===== config.mk =====
export PLATFORM = sky130hd
export DESIGN_NAME = pram_top
export DESIGN_NICKNAME = d
export VERILOG_FILES = /design/src/shared/pram_pkg.sv /design/src/hw/pram_gmem.sv /design/src/hw/pram_top.sv
export SDC_FILE = /design/constraint.sdc
export NUM_CORES = 1
export LEC_CHECK = 0
export BUFFER_PORTS_ARGS = -buffer_cell sky130_fd_sc_hd__buf_2
export CAP_MARGIN = 15
export CORE_UTILIZATION = 45
export CTS_BUF_LIST = sky130_fd_sc_hd__clkbuf_4 sky130_fd_sc_hd__clkbuf_8
export DETAILED_ROUTE_END_ITERATION = 7
export SETUP_SLACK_MARGIN = 0.1
export SLEW_MARGIN = 20
export SYNTH_ARGS = -nofsm -noshare
export SYNTH_HDL_FRONTEND = slang
export SYNTH_SLANG_ARGS = --single-unit

===== constraint.sdc =====
create_clock -name clk_in -period 4.2 [get_ports clk_in]
set_input_delay 0 -clock clk_in [delete_from_list [all_inputs] [get_ports clk_in]]
set_output_delay 0 -clock clk_in [all_outputs]
set_load 0.02 [all_outputs]

===== src/shared/pram_pkg.sv =====
// Constants, types and decode helpers of the paged register access manager.
// Assumes one clock; both masters and all sub-modules share it.
// Behaviour
// - Registers reachable by both the on-chip controller and the serial host.
// - Host-only mode: host reaches everything, all interrupts go to its pin.
// - Both masters may access at once; hardware arbitration resolves conflicts.
// - Each interrupt source is routed to either the controller or the host.
// - All registers live in one shared space of 1024 byte locations.
// - Controller sees the space as 1024 consecutive addresses from 0xA000.
// - Host sees four 256-byte pages; offsets 0 to 15 alias global registers.
// - Register address is module base plus offset; modules are contiguous.
// - Global group is 16 bytes at offset 0x00 of every page.
// - Access manager block: 16 bytes, page 0 offset 0x10.
// - Power controller block: 32 bytes, page 0 offset 0x20.
// - Linear regulators at 0x60, real-time clock at 0x40, 32 bytes each.
// - Switching regulators block: 16 bytes, page 0 offset 0x80.
// - Charger at 0x90, timers at 0xA0, reserved 16 bytes at 0xB0.
// - Touch and converter block: 64 bytes, page 0 offset 0xC0.
// - Audio block: 240 bytes on page 1.
// - Speaker digital block: 240 bytes on page 2; page 3 reserved.
// - Byte registers, one address each; wider ones span consecutive bytes.
// - Write-one-clear status reads current state, clears bits written one.
package pram_pkg;

  localparam int          SPACE_SIZE   = 1024;
  localparam int          PAGE_SIZE    = 256;
  localparam int          GLOBAL_SIZE  = 16;
  localparam logic [15:0] MCU_BASE     = 16'ha000;
  localparam int          NUM_IRQ      = 8;
  localparam int          NUM_EXT      = 10;

  // Module bases within page 0; each size runs to the next base
  localparam logic [7:0] BASE_ACCESS   = 8'h10;
  localparam logic [7:0] BASE_POWER    = 8'h20;
  localparam logic [7:0] BASE_RTC      = 8'h40;
  localparam logic [7:0] BASE_LINEAR   = 8'h60;
  localparam logic [7:0] BASE_SWITCH   = 8'h80;
  localparam logic [7:0] BASE_CHARGER  = 8'h90;
  localparam logic [7:0] BASE_TIMERS   = 8'ha0;
  localparam logic [7:0] BASE_RSVD0    = 8'hb0;
  localparam logic [7:0] BASE_TOUCH    = 8'hc0;
  localparam logic [7:0] BASE_PAGED    = 8'h00;

  // Global register indices held by the access manager itself
  localparam logic [3:0] IDX_IRQ_STAT  = 4'h0;
  localparam logic [3:0] IDX_IRQ_ROUTE = 4'h1;
  localparam logic [3:0] IDX_ARB_STAT  = 4'h2;
  localparam logic [7:0] RST_BYTE      = 8'h00;

  typedef enum logic [3:0] {
    M_GLOBAL, M_ACCESS_MANAGER, M_POWER_CONTROLLER, M_REAL_TIME_CLK,
    M_LINEAR_REG, M_SWITCHING_REGULATORS, M_CHARGER, M_GENERAL_TIMERS,
    M_TOUCH_CONVERTER_BLOCK, M_AUDIO, M_SPEAKER_AMP_DIGITAL, M_RESERVED
  } pram_mod_t;

  typedef struct packed {
    pram_mod_t  mod;
    logic [7:0] offset;
  } pram_dec_t;

  typedef struct packed {
    logic       we;
    logic [1:0] page;
    logic [7:0] off;
    logic [7:0] wdata;
  } pram_hreq_t;

  typedef struct packed {
    logic        we;
    logic [15:0] addr;
    logic [7:0]  wdata;
  } pram_mreq_t;

  typedef struct packed {
    logic       req;
    logic       we;
    logic [9:0] addr;
    logic [7:0] offset;
    logic [7:0] wdata;
  } pram_bus_t;

  // Space address to module and offset within it
  function automatic pram_dec_t pram_decode(input logic [9:0] a);
    pram_dec_t d;
    logic [7:0] o;
    o = a[7:0];
    d.mod = M_RESERVED;
    d.offset = o;
    if (o < 8'(GLOBAL_SIZE))
      d.mod = M_GLOBAL;
    else if (a[9:8] == 2'd1)
      d.mod = M_AUDIO;
    else if (a[9:8] == 2'd2)
      d.mod = M_SPEAKER_AMP_DIGITAL;
    else if (a[9:8] == 2'd0)
    begin
      if (o >= BASE_TOUCH)
        begin d.mod = M_TOUCH_CONVERTER_BLOCK; d.offset = o - BASE_TOUCH; end
      else if (o >= BASE_RSVD0)
        begin d.mod = M_RESERVED; d.offset = o - BASE_RSVD0; end
      else if (o >= BASE_TIMERS)
        begin d.mod = M_GENERAL_TIMERS; d.offset = o - BASE_TIMERS; end
      else if (o >= BASE_CHARGER)
        begin d.mod = M_CHARGER; d.offset = o - BASE_CHARGER; end
      else if (o >= BASE_SWITCH)
        begin d.mod = M_SWITCHING_REGULATORS; d.offset = o - BASE_SWITCH; end
      else if (o >= BASE_LINEAR)
        begin d.mod = M_LINEAR_REG; d.offset = o - BASE_LINEAR; end
      else if (o >= BASE_RTC)
        begin d.mod = M_REAL_TIME_CLK; d.offset = o - BASE_RTC; end
      else if (o >= BASE_POWER)
        begin d.mod = M_POWER_CONTROLLER; d.offset = o - BASE_POWER; end
      else
        begin d.mod = M_ACCESS_MANAGER; d.offset = o - BASE_ACCESS; end
    end
    return d;
  endfunction

  // One-hot select of an external module; global and reserved give none
  function automatic logic [NUM_EXT-1:0] pram_onehot(input pram_mod_t m);
    logic [NUM_EXT-1:0] s;
    s = '0;
    if (m != M_GLOBAL && m != M_RESERVED)
      s[4'(m) - 4'd1] = 1'b1;
    return s;
  endfunction

endpackage


===== src/hw/pram_gmem.sv =====
// Small byte memory for the plain global registers.
// Assumes one clock; read data come out of a register one edge later.
`timescale 1ns/1ps
`default_nettype none
module pram_gmem #(
  parameter int W  = 8,
  parameter int D  = 16,
  parameter int AW = 4
) (
  input  wire logic          clk_in,     // System clock
  input  wire logic          rst_in,     // Sync reset, high
  input  wire logic          wr_en_in,   // Write strobe
  input  wire logic [AW-1:0] wr_addr_in, // Write index
  input  wire logic [W-1:0]  wr_data_in, // Write byte
  input  wire logic          rd_en_in,   // Read strobe
  input  wire logic [AW-1:0] rd_addr_in, // Read index
  output var  logic [W-1:0]  rd_data_out // Registered read byte
);
  logic [W-1:0] mem_q [D];

  // Array has no reset; contents are undefined until written
  always_ff @(posedge clk_in)
  begin
    if (wr_en_in)
      mem_q[wr_addr_in] <= wr_data_in;
  end

  // Registered read port
  always_ff @(posedge clk_in)
  begin
    if (rst_in)
      rd_data_out <= '0;
    else if (rd_en_in)
      rd_data_out <= mem_q[rd_addr_in];
  end
endmodule
`default_nettype wire


===== src/hw/pram_top.sv =====
// Access manager: arbitrates host and controller byte accesses onto the
// shared register space and routes interrupt sources to either master.
// Assumes both request ports and the sub-module bus run on clk_in and
// that sub-modules answer a read combinationally while bus req is high.
`timescale 1ns/1ps
`default_nettype none
module pram_top
  import pram_pkg::*;
#(
  parameter int N_IRQ = pram_pkg::NUM_IRQ
) (
  input  wire logic                     clk_in,        // 50 MHz clock
  input  wire logic                     rst_in,        // Sync reset, high
  input  wire logic                     host_valid_in, // Host request
  input  wire pram_pkg::pram_hreq_t     host_req_in,   // Host page access
  output var  logic                     host_ack_out,  // Host done pulse
  output var  logic [7:0]               host_rdata_out,// Host read byte
  input  wire logic                     mcu_valid_in,  // Controller request
  input  wire pram_pkg::pram_mreq_t     mcu_req_in,    // Controller access
  output var  logic                     mcu_ack_out,   // Controller done
  output var  logic [7:0]               mcu_rdata_out, // Controller byte
  input  wire logic                     mcu_off_in,    // Controller gated
  output var  pram_pkg::pram_bus_t      bus_out,       // Sub-module bus
  output var  logic [NUM_EXT-1:0]       bus_sel_out,   // Module select
  input  wire logic [7:0]               bus_rdata_in,  // Sub-module byte
  input  wire logic [N_IRQ-1:0]         irq_src_in,    // Event pulses
  output var  logic                     host_irq_out,  // Host irq pin
  output var  logic                     mcu_irq_out    // Controller irq
);

  typedef enum logic [1:0] {ST_IDLE, ST_BUS, ST_DONE} pram_state_t;

  pram_state_t      state_q;
  logic             prio_host_q;
  logic             cur_host_q;
  logic             cur_ok_q;
  logic             cur_we_q;
  logic [9:0]       cur_addr_q;
  logic [7:0]       cur_wdata_q;
  pram_dec_t        cur_dec_q;
  logic [N_IRQ-1:0] stat_q;
  logic [N_IRQ-1:0] route_q;
  logic             last_host_q;

  logic             h_want;
  logic             m_want;
  logic             grant_h;
  logic             grant_m;
  logic [9:0]       h_addr;
  logic [9:0]       m_addr;
  logic             m_in_range;
  logic [9:0]       g_addr;
  logic             g_ok;
  pram_dec_t        g_dec;
  logic             glb_wr;
  logic [N_IRQ-1:0] stat_clr;
  logic [N_IRQ-1:0] eff_route;
  logic [7:0]       mem_rdata;
  logic [7:0]       rd_mux;
  logic             plain_glb;

  // Host page plus offset forms the shared space address
  assign h_addr = {host_req_in.page, host_req_in.off};
  // Controller window is 1024 bytes aligned at its base
  assign m_in_range = (mcu_req_in.addr[15:10] == MCU_BASE[15:10]);
  assign m_addr     = mcu_req_in.addr[9:0];

  // Gated controller cannot request; host then owns the space alone
  assign h_want = host_valid_in;
  assign m_want = mcu_valid_in & ~mcu_off_in;

  // Alternating priority so neither master starves the other
  always_comb
  begin
    grant_h = 1'b0;
    grant_m = 1'b0;
    if (state_q == ST_IDLE)
    begin
      if (h_want && (!m_want || prio_host_q))
        grant_h = 1'b1;
      else if (m_want)
        grant_m = 1'b1;
    end
  end

  // Address of the access being granted this cycle
  always_comb
  begin
    g_addr = grant_h ? h_addr : m_addr;
    g_ok   = grant_h | m_in_range;
    g_dec  = pram_decode(g_addr);
  end

  // Access sequence: one byte, granted, on the bus, answered
  always_ff @(posedge clk_in)
  begin
    if (rst_in)
      state_q <= ST_IDLE;
    else
    begin
      unique case (state_q)
        ST_IDLE: if (grant_h || grant_m) state_q <= ST_BUS;
        ST_BUS:  state_q <= ST_DONE;
        ST_DONE: state_q <= ST_IDLE;
      endcase
    end
  end

  // Priority flips to the master that lost the last grant
  always_ff @(posedge clk_in)
  begin
    if (rst_in)
    begin
      prio_host_q <= 1'b1;
      last_host_q <= 1'b0;
    end
    else if (grant_h || grant_m)
    begin
      prio_host_q <= grant_m;
      last_host_q <= grant_h;
    end
  end

  // Latch the granted access; it is held until its answer
  always_ff @(posedge clk_in)
  begin
    if (rst_in)
    begin
      cur_host_q  <= 1'b0;
      cur_ok_q    <= 1'b0;
      cur_we_q    <= 1'b0;
      cur_addr_q  <= '0;
      cur_wdata_q <= '0;
      cur_dec_q   <= '{mod: M_RESERVED, offset: 8'h00};
    end
    else if (grant_h || grant_m)
    begin
      cur_host_q  <= grant_h;
      cur_ok_q    <= g_ok;
      cur_we_q    <= grant_h ? host_req_in.we : mcu_req_in.we;
      cur_wdata_q <= grant_h ? host_req_in.wdata : mcu_req_in.wdata;
      cur_addr_q  <= g_addr;
      cur_dec_q   <= g_dec;
    end
  end

  // Sub-module bus: one cycle strobe, base-relative offset
  always_ff @(posedge clk_in)
  begin
    if (rst_in)
    begin
      bus_out     <= '0;
      bus_sel_out <= '0;
    end
    else if (grant_h || grant_m)
    begin
      bus_out.req    <= g_ok && pram_onehot(g_dec.mod) != '0;
      bus_out.we     <= grant_h ? host_req_in.we : mcu_req_in.we;
      bus_out.addr   <= g_addr;
      bus_out.offset <= g_dec.offset;
      bus_out.wdata  <= grant_h ? host_req_in.wdata : mcu_req_in.wdata;
      bus_sel_out    <= g_ok ? pram_onehot(g_dec.mod) : '0;
    end
    else
    begin
      bus_out.req <= 1'b0;
      bus_sel_out <= '0;
    end
  end

  // Global group aliases at the bottom of every page
  assign plain_glb = cur_ok_q && cur_dec_q.mod == M_GLOBAL;
  assign glb_wr    = state_q == ST_BUS && plain_glb && cur_we_q;

  pram_gmem #(
    .W  (8),
    .D  (GLOBAL_SIZE),
    .AW (4)
  ) u_gmem (
    .clk_in      (clk_in),
    .rst_in      (rst_in),
    .wr_en_in    (glb_wr && cur_addr_q[3:0] > IDX_ARB_STAT),
    .wr_addr_in  (cur_addr_q[3:0]),
    .wr_data_in  (cur_wdata_q),
    .rd_en_in    (grant_h || grant_m),
    .rd_addr_in  (g_addr[3:0]),
    .rd_data_out (mem_rdata)
  );

  // Status bits clear where written one; a new event wins over the clear
  always_comb
  begin
    stat_clr = '0;
    if (glb_wr && cur_addr_q[3:0] == IDX_IRQ_STAT)
      stat_clr = cur_wdata_q[N_IRQ-1:0];
  end

  always_ff @(posedge clk_in)
  begin
    if (rst_in)
      stat_q <= '0;
    else
      stat_q <= (stat_q & ~stat_clr) | irq_src_in;
  end

  // Route byte: one selects the host pin, zero the controller
  always_ff @(posedge clk_in)
  begin
    if (rst_in)
      route_q <= '0;
    else if (glb_wr && cur_addr_q[3:0] == IDX_IRQ_ROUTE)
      route_q <= cur_wdata_q[N_IRQ-1:0];
  end

  // With the controller gated, every source falls to the host pin
  assign eff_route = route_q | {N_IRQ{mcu_off_in}};

  always_ff @(posedge clk_in)
  begin
    if (rst_in)
    begin
      host_irq_out <= 1'b0;
      mcu_irq_out  <= 1'b0;
    end
    else
    begin
      host_irq_out <= |(stat_q & eff_route);
      mcu_irq_out  <= |(stat_q & ~eff_route);
    end
  end

  // Read source for the access on the bus
  always_comb
  begin
    rd_mux = RST_BYTE;
    if (!cur_ok_q || cur_dec_q.mod == M_RESERVED)
      rd_mux = RST_BYTE;
    else if (plain_glb)
    begin
      unique case (cur_addr_q[3:0])
        IDX_IRQ_STAT:  rd_mux = 8'(stat_q);
        IDX_IRQ_ROUTE: rd_mux = 8'(route_q);
        IDX_ARB_STAT:  rd_mux = {6'h00, last_host_q, mcu_off_in};
        default:       rd_mux = mem_rdata;
      endcase
    end
    else
      rd_mux = bus_rdata_in;
  end

  // Answer goes only to the master that owned the access
  always_ff @(posedge clk_in)
  begin
    if (rst_in)
    begin
      host_ack_out   <= 1'b0;
      mcu_ack_out    <= 1'b0;
      host_rdata_out <= RST_BYTE;
      mcu_rdata_out  <= RST_BYTE;
    end
    else
    begin
      host_ack_out <= state_q == ST_BUS && cur_host_q;
      mcu_ack_out  <= state_q == ST_BUS && !cur_host_q;
      if (state_q == ST_BUS && cur_host_q)
        host_rdata_out <= cur_we_q ? RST_BYTE : rd_mux;
      if (state_q == ST_BUS && !cur_host_q)
        mcu_rdata_out <= cur_we_q ? RST_BYTE : rd_mux;
    end
  end
endmodule
`default_nettype wire


* Word level (Yosys, flattened, before mapping) *
Memories as Yosys holds them, arrays and structs flattened. A register that Yosys moved wholly into a read port is not among the register bits.
Index checks and enable logic that the tools add are counted.

storage, ports and cells
  bits in registers = 83
  memory bits (writable) = 128
  input port bits = 65
  output and inout port bits = 58
  memories = 1

cells by class
  add/sub/neg operators = 10
  magnitude comparators = 12
  equal/unequal tests = 10
  muxes and demuxes = 37
  bitwise operators = 12
  reductions and logical operators = 28

memory list
  name          words  bits a word  rd ports  clocked after Yosys merged registers in  write ports  line             source
  u_gmem.mem_q  16     8            1         1                                        1            pram_gmem.sv:19  logic [W-1:0] mem_q [D];

operators by type and width
  cell                                                                    count
  12-bit 2-to-1 mux                                                       8
  8-bit 2-to-1 mux                                                        8
  10-bit 2-to-1 mux                                                       5
  8-bit >= comparator (second input constant)                             5
  8-bit subtractor (second input constant)                                5
  8-bit AND                                                               3
  8-bit case mux with 3 select lines                                      1
  8-bit by 7-bit >= comparator with 1-bit output (second input constant)  2
  8-bit NOT                                                               2
  8-bit OR                                                                2
  8-bit OR reduction                                                      2
  8-bit by 7-bit subtractor with 8-bit output (second input constant)     2
  1-bit logical AND                                                       12
  4-bit 2-to-1 mux                                                        3
  10-bit nonzero test                                                     1
  1-bit 2-to-1 mux                                                        9
  8-bit by 6-bit >= comparator with 1-bit output (second input constant)  1
  4-bit logical NOT                                                       2
  8-bit by 5-bit < comparator with 1-bit output (second input constant)   1
  8-bit by 5-bit subtractor with 8-bit output (second input constant)     1
  8-bit by 6-bit subtractor with 8-bit output (second input constant)     1
  6-bit equality test (second input constant)                             1
  2-bit case mux with 3 select lines                                      1
  4-bit by 5-bit < comparator with 1-bit output (second input constant)   1
  21 further kinds                                                        30

* Depth between registers and ports, before layout *
  depth after elaboration = 31
  depth in mapped cells = 15
  mapped depth without buffers = 14

* By module *
From an unflattened synthesis, not the netlist that was laid out.

second synthesis, totals
  cell total of the unflattened synthesis = 863
  area total of the unflattened synthesis = 9,693.0 um^2

by module, submodules not included
  module     times used  cells an instance  area an instance (um^2)  sequential area each (um^2)
  pram_gmem  1           316                5,343.9                  4,003.8
  pram_top   1           547                4,349.2                  1,581.5

* Worst setup path before layout *
Ideal clock, no wire load.

  kind = register to register
  start point = register state_q[0]
  end point = register bus_sel_out[0]
  data arrival time = 3,070 ps
  setup slack = 1,064 ps
  stages on the path, launching flop included = 15
  path buffers = 0
  clock period less this slack = 3,136 ps
  path through = dfxtp_1 inv_1 ha_1 and2_2 nand2_4 mux2i_1 inv_1 ha_1 or2_2 o21ai_1 nand2_1 o32ai_1 a311oi_2 or2_1 nor2_1

on the way
  cells in the longest elaborated chain, start to end = 22

RTL lines
  what                                                                                                                                   line             source
  start: declaration                                                                                                                     pram_top.sv:33   pram_state_t state_q;
  start signal: assignment                                                                                                               pram_top.sv:98   state_q <= ST_IDLE;
  start signal: assignment                                                                                                               pram_top.sv:102  ST_IDLE: if (grant_h || grant_m) state_q <= ST_BUS;
  start signal: assignment                                                                                                               pram_top.sv:103  ST_BUS: state_q <= ST_DONE;
  2-bit logical NOT (*)                                                                                                                  pram_top.sv:77   if (state_q == ST_IDLE)
  1-bit 2-to-1 mux (*)                                                                                                                   pram_top.sv:77
  10-bit 2-to-1 mux (*)                                                                                                                  pram_top.sv:89   g_addr = grant_h ? h_addr : m_addr;
  named net g_addr[4]                                                                                                                    pram_top.sv:52   logic [9:0] g_addr;
  8-bit by 6-bit >= comparator with 1-bit output                                                                                         pram_pkg.sv:111  else if (o >= BASE_POWER)
  10-bit 2-to-1 mux                                                                                                                      pram_pkg.sv:111
  12-bit 2-to-1 mux                                                                                                                      pram_pkg.sv:109  else if (o >= BASE_RTC)
  12-bit 2-to-1 mux                                                                                                                      pram_pkg.sv:107  else if (o >= BASE_LINEAR)
  (+7 left out)                                                                                                                          n/a
  4-bit 2-to-1 mux                                                                                                                       pram_pkg.sv:91   else if (a[9:8] == 2'd1)
  4-bit 2-to-1 mux (*)                                                                                                                   pram_pkg.sv:89   if (o < 8'(GLOBAL_SIZE))
  4-bit by 1-bit subtractor with 4-bit output                                                                                            pram_pkg.sv:124  s[4'(m) - 4'd1] = 1'b1;
  4-bit by 5-bit < comparator with 1-bit output (not written as such) or 4-bit by 1-bit >= comparator with 1-bit output (tied branches)  pram_pkg.sv:124
  1-bit logical AND (not written as such)                                                                                                pram_pkg.sv:124
  1-bit 2-to-1 mux (not written as such)                                                                                                 pram_pkg.sv:124
  1-bit demux with 4-bit select                                                                                                          pram_pkg.sv:124
  10-bit 2-to-1 mux (*)                                                                                                                  n/a
  end signal: assignment                                                                                                                 pram_top.sv:162  bus_sel_out <= g_ok ? pram_onehot(g_dec.mod) : '0;
  end: declaration                                                                                                                       pram_top.sv:24   output var logic [NUM_EXT-1:0] bus_sel_out,

The timed path passes the listed nets; every way through them passes the cells marked *.
A chain may end at the register's enable or synchronous reset.

* Worst setup path in the final report *
  start point = register state_q[1]
  end point = register bus_sel_out[4]

on the way
  cells in the longest elaborated chain, start to end = 22

RTL lines
  what                                                                                                                                   line             source
  2-bit logical NOT (*)                                                                                                                  pram_top.sv:77
  1-bit 2-to-1 mux                                                                                                                       pram_top.sv:77
  10-bit 2-to-1 mux                                                                                                                      pram_top.sv:89
  8-bit by 6-bit >= comparator with 1-bit output                                                                                         pram_pkg.sv:111
  10-bit 2-to-1 mux                                                                                                                      pram_pkg.sv:111
  12-bit 2-to-1 mux                                                                                                                      pram_pkg.sv:109
  12-bit 2-to-1 mux                                                                                                                      pram_pkg.sv:107
  12-bit 2-to-1 mux                                                                                                                      pram_pkg.sv:105  else if (o >= BASE_SWITCH)
  (+6 left out)                                                                                                                          n/a
  4-bit 2-to-1 mux                                                                                                                       pram_pkg.sv:91
  4-bit 2-to-1 mux                                                                                                                       pram_pkg.sv:89
  4-bit by 1-bit subtractor with 4-bit output                                                                                            pram_pkg.sv:124
  4-bit by 5-bit < comparator with 1-bit output (not written as such) or 4-bit by 1-bit >= comparator with 1-bit output (tied branches)  pram_pkg.sv:124
  1-bit logical AND (not written as such)                                                                                                pram_pkg.sv:124
  1-bit 2-to-1 mux (not written as such)                                                                                                 pram_pkg.sv:124
  1-bit demux with 4-bit select                                                                                                          pram_pkg.sv:124
  10-bit 2-to-1 mux                                                                                                                      n/a

Every way passes the cells marked *; elsewhere a longest branch is shown, timed or not.

==> results.py <==
metrics = {
    "logic_synthesis": {
        "synthMuxAreaShare_pct": 8.46,
        "yosysWarnings": 0,
        "synth_simple_gate_area_share_pct": 14.6,
        "synth_common_cells": "edfxtp_1, nor2_1, nand2_1, dfxtp_1, mux2i_1",
        "postSynthAreaPerCell_um2": 11.2,
        "synth_top_area_share_pct": 40.4,
        "synth_area_um2": 9510,
        "yosys.area_share.xor_xnor_pct": 0.0921,
        "ys_seq_elements": 215,
        "async_flop_share_pct": 0,
        "synth-adder-area-share_pct": 0.921,
        "ys_seq_area_share_pct": 58.8,
        "yosysUniqueCellTypes": 72,
        "synth_top_family_by_area": "simple AND/OR/NAND/NOR gates",
        "syn_inst": 846,
        "synth-edff-count": 128,
        "yosysTopAreaCell": "edfxtp_1",
        "synth_compound_area_share_pct": 13.5,
        "post-synth-top-count-cell": "edfxtp_1",
        "synth_ff_type": "edfxtp_1",
        "synth_area_leaders": "edfxtp_1, dfxtp_1, mux2i_1",
    },
    "sta": {
        "fin_crit_ns": 3.30,
        "worst_pin_slew_ns": 1.04,
        "timing.final.crit_share_pct": 78.5,
        "setup_slack_ns": 0.904,
        "max_freq_mhz": 303,
        "maxSlewViolCount": 0,
        "fin_skew_ns": 0.0200,
        "hold_viol_final": 0,
        "rsz0062_at_grt": "no",
        "setup-violations-final": 0,
        "fin_setup_tns_ns": 0,
        "maxSlewHeadroom_pct": 30.2,
    },
    "drt": {
        "wl_per_cell_um": 19.3,
        "routed_via_density": 5.53,
        "dr.first_iter.drc_count": 545,
        "drcViolationCount": 0,
        "drt_pass1_iterations": 8,
        "postRouteAntennaNets": 0,
        "wl_um": 25700,
        "vias": 7372,
    },
    "setup_path": {
        "cp_top_family": "compound AO/OA/AOI/OAI gates",
        "ff2ff_path_depth": 14,
        "reg2reg_slack_ns": 0.90,
        "path_buf_inv": 2,
        "slowest_stage": "a21oi_2",
        "end_kind": "register",
        "cp.required_ns": 4.66,
        "arrival_ns": 3.75,
        "setup.worst_path.class": "reg2reg",
        "r2r-start": "state_q[1]$_SDFFE_PP0P_",
        "cp_slowest_stage_delay_ns": 0.34,
        "timing.rr.end": "bus_sel_out[4]$_SDFF_PP0_",
        "cp_max_fo": 9,
        "path_cells": "inv_1 -> ha_1 -> and2_2 -> a21oi_1 -> a21oi_2 -> inv_1 -> ha_1 -> or2_2 -> o21ai_1 -> nand2_1 -> o32ai_1 -> a311oi_2 -> or2_1 -> nor2_1",
        "cp-start-kind": "register",
    },
    "placement": {
        "place_area_um2": 10400,
        "dpl.hpwl_um": 16800,
        "gp_congestion": 0.880,
        "portBuffers": 122,
        "pre_cts_slack_ns": 0.919,
    },
    "floorplan": {
        "die-area_um2": 21700,
        "pin_count": 123,
        "die_h_um": 147,
        "core_area_um2": 20500,
        "fp-row-count": 52,
        "dieWidth_um": 147,
        "start_util_pct": 46.4,
    },
    "global_route": {
        "grt_first_pass_wirelength_um": 40000,
        "grt.overflow.total": 0,
        "grt_pass1_vias": 7180,
        "met1_usage_pct": 33.9,
        "track_usage_pct": 24.0,
        "grt_use_met3_pct": 4.63,
        "grt-busiest-layer": "met2",
        "met2_usage_pct": 37.2,
        "antenna_found_initial": 0,
        "grt_max_degree": 66,
    },
    "clock_network": {
        "numCtsBuffers": 37,
        "clockBufferDepth": 3,
        "cts_setup_buffers": 0,
        "cts.sinks": 215,
        "postCtsHoldBufs": 47,
        "root_buffer": "clkbuf_8",
        "clk_pin_slew_ns": 0.06,
        "ctsResizeCount": 0,
        "cts.htree.levels": 2,
        "cts_tree": "built",
        "clk_latency_ns": 0.52,
    },
    "power": {
        "p_total_mw": 5.42,
        "power_density_nw_per_um2": 471,
        "ir_worst_vdd_mv": 0.262,
        "leakage_nw": 4.54,
    },
    "layout": {
        "fin_area_um2": 11500,
        "final_nets": 1108,
        "area_growth_pct": 21.1,
        "drive_gt1_share_pct": 20.2,
        "n_antenna_cell": 0,
    },
    "status": {
        "status": "finished clean",
    },
    "hold_path": {
        "hp-start": "mcu_req_in[18]",
        "hold-path-endpoint": "cur_ok_q$_SDFFE_PP0N_",
        "hold_class": "in2reg",
        "whs_path_depth": 4,
    },
    "run": {
        "max-cap-violations": 0,
    },
}
==> per-layer routing <==
layer / share of wire, % / vias to the layer above
li1: - / 3519
met2: 46 / 290
met1: 45 / 3518
met3: 7.0 / 45
met5: 0 / -
met4: 2.3 / 0
==> power breakdown <==
group	internal [mW]	switching [mW]	leakage, nW
clock network	0.953	0.821	0.360
logic	0.399	0.635	2.27
registers	2.41	0.204	1.91
==> registers in the layout, summed over array words and instances (netlist names), 2 cells and up <==
name	cells
bus_out	24
bus_sel_out	10
cur_dec_q	4
host_rdata_out	8
mcu_rdata_out	8
route_q	8
stat_q	8
state_q	2
u_gmem.mem_q	128
u_gmem.rd_data_out	8
==> placed cells by master (no fill, tap or decap), types with 13 or more instances in the layout <==
| cell | netlist | routed |
|---|---|---|
| edfxtp_1 | 128 | 128 |
| conb_1 | 1 | 24 |
| clkbuf_8 | 0 | 39 |
| inv_1 | 19 | 19 |
| nor2_1 | 98 | 97 |
| mux2i_1 | 77 | 77 |
| nand3_1 | 17 | 17 |
| o22ai_1 | 31 | 31 |
| nor3_1 | 19 | 19 |
| nor4_1 | 13 | 13 |
| dfxtp_1 | 87 | 87 |
| buf_2 | 7 | 122 |
| dlygate4sd3_1 | 0 | 47 |
| o21ai_0 | 17 | 17 |
| a21oi_1 | 43 | 43 |
| a311oi_1 | 14 | 14 |
| nand2_1 | 96 | 96 |
==> worst max path at each step <==
| stage | start | end | slack [ns] | cells after the start |
|---|---|---|---|---|
| final | state_q[1]$_SDFFE_PP0P_ | bus_sel_out[4]$_SDFF_PP0_ | 0.90 | 14 |
| after global routing | state_q[0]$_SDFFE_PP0P_ | bus_sel_out[7]$_SDFF_PP0_ | 0.61 | 14 |
| after floorplan | state_q[0]$_SDFFE_PP0P_ | bus_sel_out[0]$_SDFF_PP0_ | 1.06 | 14 |
| after detailed placement | state_q[1]$_SDFFE_PP0P_ | bus_sel_out[4]$_SDFF_PP0_ | 0.92 | 14 |
| after CTS | state_q[1]$_SDFFE_PP0P_ | bus_sel_out[4]$_SDFF_PP0_ | 0.90 | 14 |
| after global placement | state_q[1]$_SDFFE_PP0P_ | bus_sel_out[4]$_SDFF_PP0_ | 1.06 | 14 |
==> through the flow <==
step	cells	utilization, %	hold WS [ns]
after floorplan	869	-	0.0793
after global placement	1220	50.5	0.208
after detailed placement	1220	50.5	0.215
after CTS	1332	56.2	0.0000119
after global routing	1332	56.2	0.0250
final	1332	56.2	0.00972
==> layout make-up <==
cell class / count / area, um2
Timing Repair Buffer: 177 / 1150
Tap cell: 270 / 338
Multi-Input combinational cell: 586 / 3680
Inverter: 19 / 71.3
Sequential cell: 215 / 5590
Fill cell: 1828 / 8980
Clock inverter: 15 / 63.8
Clock buffer: 50 / 619
==> tightest hold or removal path, stage by stage <==
cell and delay (ns):
buf_2 0.09, nor2_1 0.07, a21oi_1 0.13, o31ai_1 0.20
==> cell families after synthesis <==
kind of cell | Yosys count
flip-flops | 215
multiplexers | 80
other | 1
adder cells (fa/ha/maj) | 7
buffers and inverters | 68
AO/OA/AOI/OAI | 178
XOR/XNOR | 1
AND/OR/NAND/NOR | 296
No activity file was read; power rests on OpenSTA's default activity.
